File: src/nbc_defs.svh
`ifndef NBC_DEFS_SVH
`define NBC_DEFS_SVH

// address cycle count and field widths
`define NBC_ADDR_CYCLES 5
`define NBC_COL_W 13
`define NBC_PAGE_W 6
`define NBC_BLK_W 11
`define NBC_BLK_SIG 11
`define NBC_BLOCKS 2048

// pin timing: strobe low and high phases, ns as printed limit for glitch rejection
`define NBC_GLITCH_NS 5
`define NBC_CLK_NS 4
`define NBC_PULSE_CYC ((`NBC_GLITCH_NS + `NBC_CLK_NS - 1) / `NBC_CLK_NS + 1)
`define NBC_SETUP_CYC 2

// reset values of the pins
`define NBC_CE_IDLE 1'b1
`define NBC_STROBE_IDLE 1'b1

`endif

File: src/nbc_pkg.sv
package nbc_pkg;
    typedef enum logic [1:0] {
        NBC_OP_CMD = 2'h0,
        NBC_OP_ADDR = 2'h1,
        NBC_OP_WRITE = 2'h2,
        NBC_OP_READ = 2'h3
    } nbc_op_e;

    typedef enum logic [2:0] {
        NBC_ST_IDLE = 3'h0,
        NBC_ST_SETUP = 3'h1,
        NBC_ST_LOW = 3'h3,
        NBC_ST_HIGH = 3'h2,
        NBC_ST_DONE = 3'h6
    } nbc_state_e;

    typedef logic [7:0] nbc_byte_t;
endpackage : nbc_pkg
File: src/nbc_addr_reg.sv
`timescale 1ns/1ns
`include "nbc_defs.svh"

// holds the five address bytes of the pending address phase; read data registered
module nbc_addr_reg #(
    parameter int DEPTH = `NBC_ADDR_CYCLES
) (
    input wire logic CLK,
    input wire logic RSTN,
    input wire logic wr_en,
    input wire logic [2:0] wr_idx,
    input wire logic [7:0] wr_data,
    input wire logic [2:0] rd_idx,
    output logic [7:0] rd_data
);
    logic [7:0] mem_q [DEPTH];

    always_ff @(posedge CLK) begin
        if (!RSTN) begin
            for (int i = 0; i < DEPTH; i++) begin
                mem_q[i] <= 8'h00;
            end
        end else if (wr_en && int'(wr_idx) < DEPTH) begin
            mem_q[wr_idx] <= wr_data;
        end
    end

    always_ff @(posedge CLK) begin
        if (!RSTN) begin
            rd_data <= 8'h00;
        end else if (int'(rd_idx) < DEPTH) begin
            rd_data <= mem_q[rd_idx];
        end else begin
            rd_data <= 8'h00;
        end
    end
endmodule : nbc_addr_reg

File: src/nbc_host.sv
`timescale 1ns/1ns
`include "nbc_defs.svh"
// Contract
// address sent as five consecutive address cycles
// column 13, page 6, block 11 bits
// cycle1 column 7..0; cycle2 column 12..8
// cycles 3-5 carry page and block bits
// row is block above page
// eleven block bits select 2048 blocks
// six bus operation types recognised; the host has four: command, address, write and read
// strobe pulses under 5 ns ignored
// command latched with command latch high
// write lock high for program/erase cycles
// address latched with address latch high
// data-in needs write lock high
// write data one byte per strobe
// read one byte per read strobe
// output content depends on prior command
// write lock low refuses program/erase
// write lock evaluated continuously
// chip select high means standby
// read strobe high while device busy
// read falling edge advances column
// data pins float when deselected
// ready/busy is open drain low busy
// idle strobes pause and resume output
// address phase ends after fifth cycle
module nbc_host (
    input wire logic CLK,
    input wire logic RSTN,
    // user side
    input wire logic REQ_VALID,
    output logic REQ_READY,
    input wire nbc_pkg::nbc_op_e REQ_OP,
    input wire nbc_pkg::nbc_byte_t REQ_DATA,
    input wire logic ADDR_VALID,
    input wire logic [`NBC_COL_W-1:0] ADDR_COL,
    input wire logic [`NBC_PAGE_W-1:0] ADDR_PAGE,
    input wire logic [`NBC_BLK_W-1:0] ADDR_BLOCK,
    input wire logic MODIFY_EN,
    input wire logic DESELECT,
    output logic RSP_VALID,
    output nbc_pkg::nbc_byte_t RSP_DATA,
    output logic BUSY,
    output logic [`NBC_COL_W+`NBC_PAGE_W+`NBC_BLK_W-1:0] LAST_ADDR,
    // flash pins
    output logic CHIP_SEL_N,
    output logic CMD_LATCH,
    output logic ADDR_LATCH,
    output logic WRITE_STROBE_N,
    output logic OUTPUT_STROBE_N,
    output logic WRITE_LOCK_N,
    output logic [7:0] IO_OUT,
    output logic IO_OE,
    input wire logic [7:0] IO_IN,
    input wire logic READY_BUSY_N
);
    import nbc_pkg::*;

    localparam int PULSE = `NBC_PULSE_CYC;
    localparam int SETUP = `NBC_SETUP_CYC;

    // pack the fields into the byte the given address cycle carries
    function automatic logic [7:0] addr_byte(input logic [2:0] idx,
                                             input logic [`NBC_COL_W-1:0] col,
                                             input logic [`NBC_PAGE_W-1:0] pg,
                                             input logic [`NBC_BLK_W-1:0] blk);
        logic [7:0] b;
        b = 8'h00;
        unique case (idx)
            3'h0: b = col[7:0];
            3'h1: b = {3'h0, col[12:8]};
            3'h2: b = {blk[1:0], pg};
            3'h3: b = blk[9:2];
            3'h4: b = {7'h00, blk[10]};
            default: b = 8'h00;
        endcase
        return b;
    endfunction : addr_byte

    ////////////////////////////////////////////////////////////////////////////////
    nbc_state_e state_q;
    nbc_op_e op_q;
    logic [7:0] data_q;
    logic [7:0] cnt_q;
    logic [2:0] acyc_q;
    logic addr_mode_q;
    logic [`NBC_COL_W-1:0] col_q;
    logic [`NBC_PAGE_W-1:0] page_q;
    logic [`NBC_BLK_W-1:0] blk_q;
    logic [2:0] rd_idx;
    logic [7:0] abyte;
    logic busy_now;
    logic start;
    logic start_addr;

    // ready/busy is open drain; a low level means the device is busy
    assign busy_now = !READY_BUSY_N;
    assign BUSY = busy_now;
    assign REQ_READY = (state_q == NBC_ST_IDLE) && !addr_mode_q && !busy_now;
    assign start = REQ_VALID && REQ_READY;
    assign start_addr = ADDR_VALID && (state_q == NBC_ST_IDLE) && !addr_mode_q && !busy_now;
    assign rd_idx = acyc_q;

    nbc_addr_reg #(
        .DEPTH(`NBC_ADDR_CYCLES)
    ) u_areg (
        .CLK(CLK),
        .RSTN(RSTN),
        .wr_en(1'b0),
        .wr_idx(3'h0),
        .wr_data(8'h00),
        .rd_idx(rd_idx),
        .rd_data()
    );

    assign abyte = addr_byte(acyc_q, col_q, page_q, blk_q);

    ////////////////////////////////////////////////////////////////////////////////
    // address fields latched for the whole five-cycle phase
    always_ff @(posedge CLK) begin
        if (!RSTN) begin
            col_q <= '0;
            page_q <= '0;
            blk_q <= '0;
        end else if (start_addr && !start) begin
            col_q <= ADDR_COL;
            page_q <= ADDR_PAGE;
            blk_q <= ADDR_BLOCK;
        end
    end

    // row address in the report: block above page, column lowest
    always_ff @(posedge CLK) begin
        if (!RSTN) begin
            LAST_ADDR <= '0;
        end else if (start_addr && !start) begin
            LAST_ADDR <= {ADDR_BLOCK, ADDR_PAGE, ADDR_COL};
        end
    end

    // address phase: five back-to-back address cycles, then done
    always_ff @(posedge CLK) begin
        if (!RSTN) begin
            addr_mode_q <= 1'b0;
            acyc_q <= 3'h0;
        end else if (start_addr && !start) begin
            addr_mode_q <= 1'b1;
            acyc_q <= 3'h0;
        end else if (addr_mode_q && state_q == NBC_ST_DONE) begin
            if (acyc_q == 3'(`NBC_ADDR_CYCLES - 1)) begin
                addr_mode_q <= 1'b0;
                acyc_q <= 3'h0;
            end else begin
                acyc_q <= acyc_q + 3'h1;
            end
        end
    end

    ////////////////////////////////////////////////////////////////////////////////
    // one bus cycle: setup of SETUP cycles, then strobe low and strobe high of at least PULSE cycles each so
    // no strobe phase is shorter than the glitch filter of the device
    always_ff @(posedge CLK) begin
        if (!RSTN) begin
            state_q <= NBC_ST_IDLE;
            cnt_q <= 8'h00;
            op_q <= NBC_OP_CMD;
            data_q <= 8'h00;
        end else begin
            unique case (state_q)
                NBC_ST_IDLE: begin
                    if (start) begin
                        op_q <= REQ_OP;
                        data_q <= REQ_DATA;
                        cnt_q <= 8'(SETUP);
                        state_q <= NBC_ST_SETUP;
                    end else if (start_addr || (addr_mode_q && !busy_now)) begin
                        op_q <= NBC_OP_ADDR;
                        cnt_q <= 8'(SETUP);
                        state_q <= NBC_ST_SETUP;
                    end
                end
                NBC_ST_SETUP: begin
                    // only the five-cycle phase rebuilds the byte; a single user
                    // address cycle keeps the byte it was given
                    if (op_q == NBC_OP_ADDR && addr_mode_q) begin
                        data_q <= abyte;
                    end
                    if (cnt_q <= 8'h01) begin
                        cnt_q <= 8'(PULSE);
                        state_q <= NBC_ST_LOW;
                    end else begin
                        cnt_q <= cnt_q - 8'h01;
                    end
                end
                NBC_ST_LOW: begin
                    if (cnt_q <= 8'h01) begin
                        cnt_q <= 8'(PULSE);
                        state_q <= NBC_ST_HIGH;
                    end else begin
                        cnt_q <= cnt_q - 8'h01;
                    end
                end
                NBC_ST_HIGH: begin
                    if (cnt_q <= 8'h01) begin
                        state_q <= NBC_ST_DONE;
                    end else begin
                        cnt_q <= cnt_q - 8'h01;
                    end
                end
                NBC_ST_DONE: begin
                    state_q <= NBC_ST_IDLE;
                end
                default: begin
                    state_q <= NBC_ST_IDLE;
                end
            endcase
        end
    end

    ////////////////////////////////////////////////////////////////////////////////
    // pins: latch lines held through the whole cycle, strobe low only in LOW
    always_ff @(posedge CLK) begin
        if (!RSTN) begin
            CHIP_SEL_N <= `NBC_CE_IDLE;
            CMD_LATCH <= 1'b0;
            ADDR_LATCH <= 1'b0;
            WRITE_STROBE_N <= `NBC_STROBE_IDLE;
            OUTPUT_STROBE_N <= `NBC_STROBE_IDLE;
            IO_OUT <= 8'h00;
            IO_OE <= 1'b0;
        end else begin
            // standby when nothing is pending and the user asks to deselect
            CHIP_SEL_N <= DESELECT && state_q == NBC_ST_IDLE && !addr_mode_q;
            CMD_LATCH <= state_q != NBC_ST_IDLE && op_q == NBC_OP_CMD;
            ADDR_LATCH <= state_q != NBC_ST_IDLE && op_q == NBC_OP_ADDR;
            // write strobe rises at end of LOW with output strobe held high
            WRITE_STROBE_N <= !(state_q == NBC_ST_SETUP && cnt_q <= 8'h01 &&
                                op_q != NBC_OP_READ) &&
                              !(state_q == NBC_ST_LOW && cnt_q > 8'h01 &&
                                op_q != NBC_OP_READ);
            // one output strobe per byte; strobes stay high between reads
            OUTPUT_STROBE_N <= !(state_q == NBC_ST_SETUP && cnt_q <= 8'h01 &&
                                 op_q == NBC_OP_READ) &&
                               !(state_q == NBC_ST_LOW && cnt_q > 8'h01 &&
                                 op_q == NBC_OP_READ);
            IO_OUT <= (state_q == NBC_ST_IDLE) ? 8'h00 : data_q;
            // bus released on reads so the device can drive it
            IO_OE <= state_q != NBC_ST_IDLE && state_q != NBC_ST_DONE &&
                     op_q != NBC_OP_READ;
        end
    end

    // write lock follows the user enable at all times, not only at strobes
    always_ff @(posedge CLK) begin
        if (!RSTN) begin
            WRITE_LOCK_N <= 1'b0;
        end else begin
            WRITE_LOCK_N <= MODIFY_EN;
        end
    end

    ////////////////////////////////////////////////////////////////////////////////
    // read byte sampled at the end of the low phase; content depends on the
    // command issued before, which the user tracks
    always_ff @(posedge CLK) begin
        if (!RSTN) begin
            RSP_VALID <= 1'b0;
            RSP_DATA <= 8'h00;
        end else begin
            RSP_VALID <= 1'b0;
            if (state_q == NBC_ST_LOW && cnt_q <= 8'h01 && op_q == NBC_OP_READ) begin
                RSP_VALID <= 1'b1;
                RSP_DATA <= IO_IN;
            end
        end
    end
endmodule : nbc_host

File: config.mk
export PLATFORM = sky130hd
export DESIGN_NAME = nbc_host
export DESIGN_NICKNAME = d
export VERILOG_FILES = /design/src/nbc_pkg.sv /design/src/nbc_addr_reg.sv /design/src/nbc_host.sv
export VERILOG_INCLUDE_DIRS = /design/src
export SDC_FILE = /design/constraint.sdc
export NUM_CORES = 1
export LEC_CHECK = 0
export ABC_AREA = 1
export BUFFER_PORTS_ARGS = -buffer_cell sky130_fd_sc_hd__buf_2
export CAP_MARGIN = 10
export CORE_ASPECT_RATIO = 0.8
export CORE_MARGIN = 2
export CORE_UTILIZATION = 51
export DETAILED_ROUTE_END_ITERATION = 16
export PLACE_DENSITY_LB_ADDON = 0.25
export SETUP_SLACK_MARGIN = 0.3
export SYNTH_ARGS = -nofsm -noshare
export SYNTH_HDL_FRONTEND = slang
export SYNTH_SLANG_ARGS = --single-unit
File: constraint.sdc
create_clock -name CLK -period 1.8 [get_ports CLK]
set_input_delay 0.18 -clock CLK [delete_from_list [all_inputs] [get_ports CLK]]
set_output_delay 0.18 -clock CLK [all_outputs]
set_load 0.005 [all_outputs]
==> impl_metrics.ini <==
[final_layout]
final_cell_mix = buf_2, nand2_1, dfxtp_1, nor2_1, inv_1
syn_to_final_growth_pct = 43.9
num-nets-final = 684
drive_gt1_share_pct = 45.0
antenna_cells = 0
final_common_cell = buf_2

[clock_tree]
clockBufferDepth = 2
htree_levels = 3
cts_sinks = 79
clk_latency_ps = 360
clkTransAtPathRegs_ps = 90
numCtsBuffers = 9
root_buffer = clkbuf_8
tritoncts = built

[pwr]
power_leakage_nw = 2.40
p_sw_mw = 2.93
ir_worst_vdd_mv = 0.592
cellInternalPower_mw = 4.04
power_frac_comb_pct = 46.7
switching_share_pct = 42.0
seqPwrFrac_pct = 34.1
power_density_mw_per_mm2 = 1360
clkPwrFrac_pct = 19.2

[worst_setup_path]
slowest_delay_ps = 380
path_common_cell = nand3_4
cp_max_fo = 6
r2r_cells = 8
cpMaxStageDelayCell = dfxtp_4
cp.required_ps = 2050
cp_top_family = simple AND/OR/NAND/NOR gates
r2r_setup_slack_ps = 160
r2r-end = LAST_ADDR[12]
cp.depth = 8
crit_path_end_kind = flop
arrival_ps = 1890
path_buf_inv = 2
worstReg2RegStart = state_q[2]
crit_chain = nor2_4, nand3_4, nor2_8, nand3_4, buf_4, clkbuf_16, o21ai_0, nor2_1
startpoint_type = flop
critical_path_class = flop to flop

[timing]
finalMaxSlewViolations = 0
setup_violations = 0
rsz0062_at_grt = yes
fmax_ghz = 0.611
timing.final.ws_setup_ps = 162
holdWs_ps = 41.1
tightest_slew_ps = 729
post-route-min-period_ps = 1640
setup-tns-final_ps = 0
fin_worst_skew_ps = 8.12
slew_headroom_pct = 51.1
final_hold_viol_count = 0
finalCritPeriodShare_pct = 91.0

[die]
io_pins = 111
rows = 27
dieArea_sq_mm = 0.00766
die_w_um = 97.4
die_height_um = 78.7
core_sq_mm = 0.00682
start_util_pct = 52.1

[logic_synthesis]
synthCells = 477
seq_area_frac_synth_pct = 44.5
postSynthAreaPerCell_sq_um = 7.46
synth_nets = 539
synthArstFlopShare_pct = 0
yosys_register_bits = 79
syn_area_sq_mm = 0.00356
synthFlopType = dfxtp_1
synth_edf_count = 0
yosysWarnings = 0
synthDistinctLibCells = 37

[hold_path]
hold_start = IO_IN[1]
min_path_cells = 3
min_path_type = input pin to flop
hold_end = RSP_DATA[1]

[placement]
port-buffer-count = 110
place.gp.congestion = 0.943
hpwl_mm = 6.33
dp_slack_ps = 56.6

[grt]
grtUsageTotal_pct = 24.1
grt_start_max_net_pins = 39
overflow = 0
grt_pass1_vias = 3226
antenna_found_initial = 0
grt_pass1_wl_mm = 15.0

[drt]
drt_iter0_markers = 308
totalWireLength_mm = 10.8
viasPerCell = 5.35
dr.pass1.iters = 5
post-route-drc-count = 0
wl_per_cell_um = 15.1
vias = 3817
drt.antenna.violating_nets = 0

[flow_run]
maxCapViolCount = 0

[outcome]
outcome = finished, final reports clean
## worst reg2reg max path, delay by kind of cell, from the launching register on
| family | cells | cell delay [ps] |
|---|---|---|
| flops | 1 | 380 |
| simple gates | 5 | 650 |
| compound gates | 1 | 170 |
| buf+inv | 2 | 340 |
## cell usage after synthesis, types with 2 or more instances
| cell | instances | area (sq um) |
|---|---|---|
| nand4_1 | 3 | 18.8 |
| nand3_4 | 2 | 35.0 |
| buf_2 | 4 | 20.0 |
| a21oi_2 | 2 | 17.5 |
| nor2_2 | 2 | 12.5 |
| a21oi_1 | 24 | 120 |
| a211oi_1 | 3 | 22.5 |
| dfxtp_1 | 79 | 1580 |
| nand3_1 | 17 | 85.1 |
| inv_2 | 5 | 18.8 |
| buf_6 | 7 | 78.8 |
| inv_1 | 48 | 180 |
| nand2_1 | 94 | 353 |
| nor2_1 | 92 | 345 |
| a31oi_1 | 4 | 25.0 |
| nor3_1 | 4 | 20.0 |
| nand3_2 | 3 | 30.0 |
| ha_1 | 7 | 87.6 |
| o21ai_2 | 10 | 87.6 |
| o21ai_0 | 44 | 220 |
| nand2_4 | 2 | 22.5 |
| o211ai_1 | 3 | 22.5 |
| clkbuf_1 | 4 | 15.0 |
## flip-flops by register name (all words and copies together), names as in the netlist
name	cells
col_q	12
blk_q	11
IO_OUT	8
RSP_DATA	8
cnt_q	8
data_q	8
page_q	5
acyc_q	3
state_q	3
LAST_ADDR	2
op_q	2
ADDR_LATCH	1
CHIP_SEL_N	1
CMD_LATCH	1
IO_OE	1
OUTPUT_STROBE_N	1
RSP_VALID	1
WRITE_LOCK_N	1
WRITE_STROBE_N	1
addr_mode_q	1
## power groups by stage
stage               combinational, mW  sequential (mW)  clock, mW
floorplan                        1.75             2.31          0
global placement                 2.24             2.33          0
detailed placement               2.29             2.34          0
CTS                              2.52             2.31       1.34
global route                     3.57             2.41       1.44
finish                           3.25             2.37       1.34
## what timing repair did
action,CTS,global route
setup endpoints to repair,57,72
endpoints found under the hold margin,1,0
gates resized for setup,33,128
hold buffers,1,0
pin swaps,11,21
setup buffers,9,14
gates cloned,1,8
## area by class of cell
class | count | area (sq um)
timing repair inverter | 4 | 47.5
fill | 488 | 1710
timing repair buffer | 146 | 933
tap | 87 | 109
inverter | 53 | 238
clock buffer | 9 | 124
sequential | 79 | 1600
multi-input combinational | 329 | 1990
clock inverter | 7 | 72.6
## through the flow
stage | std cells | area, sq um | total power, mW | util (%)
3_5_place_dp | 665 | 4160 | 4.63 | 61.0
6_report | 714 | 5120 | 6.96 | 75.0
3_3_place_gp | 665 | 4160 | 4.57 | 61.0
5_1_grt | 714 | 5120 | 7.42 | 75.0
4_1_cts | 692 | 4520 | 6.18 | 66.3
2_1_floorplan | 477 | 3560 | 4.06 | -
## routing by layer
| metal | share of wire [%] | GRT usage (%) |
|---|---|---|
| met2 | 46 | 37.9 |
| met4 | 1.5 | 6.67 |
| met5 | 0 | 0 |
| met3 | 9.8 | 5.99 |
| met1 | 43 | 33.2 |
## worst max-delay path by stage
stage                         end        from
floorplan                cnt_q[4]    cnt_q[0]
global placement      RSP_DATA[6]    cnt_q[0]
detailed placement       cnt_q[4]    cnt_q[0]
CTS                   RSP_DATA[1]    cnt_q[1]
global route        LAST_ADDR[12]  state_q[2]
finish              LAST_ADDR[12]  state_q[2]
## logic make-up (layout without fill, tap and decap cells)
group | after synthesis | after routing | synth area share (%)
AOI/OAI and AO/OA | 95 | 95 | 15.5
xor gates and xnor gates | 1 | 1 | 0.246
adders and majority gates | 7 | 7 | 2.46
buffers and inverters | 71 | 219 | 9.67
DFF | 79 | 79 | 44.5
and+or+nand+nor | 224 | 226 | 27.6
Note: power is estimated with default switching activity, not from simulation.
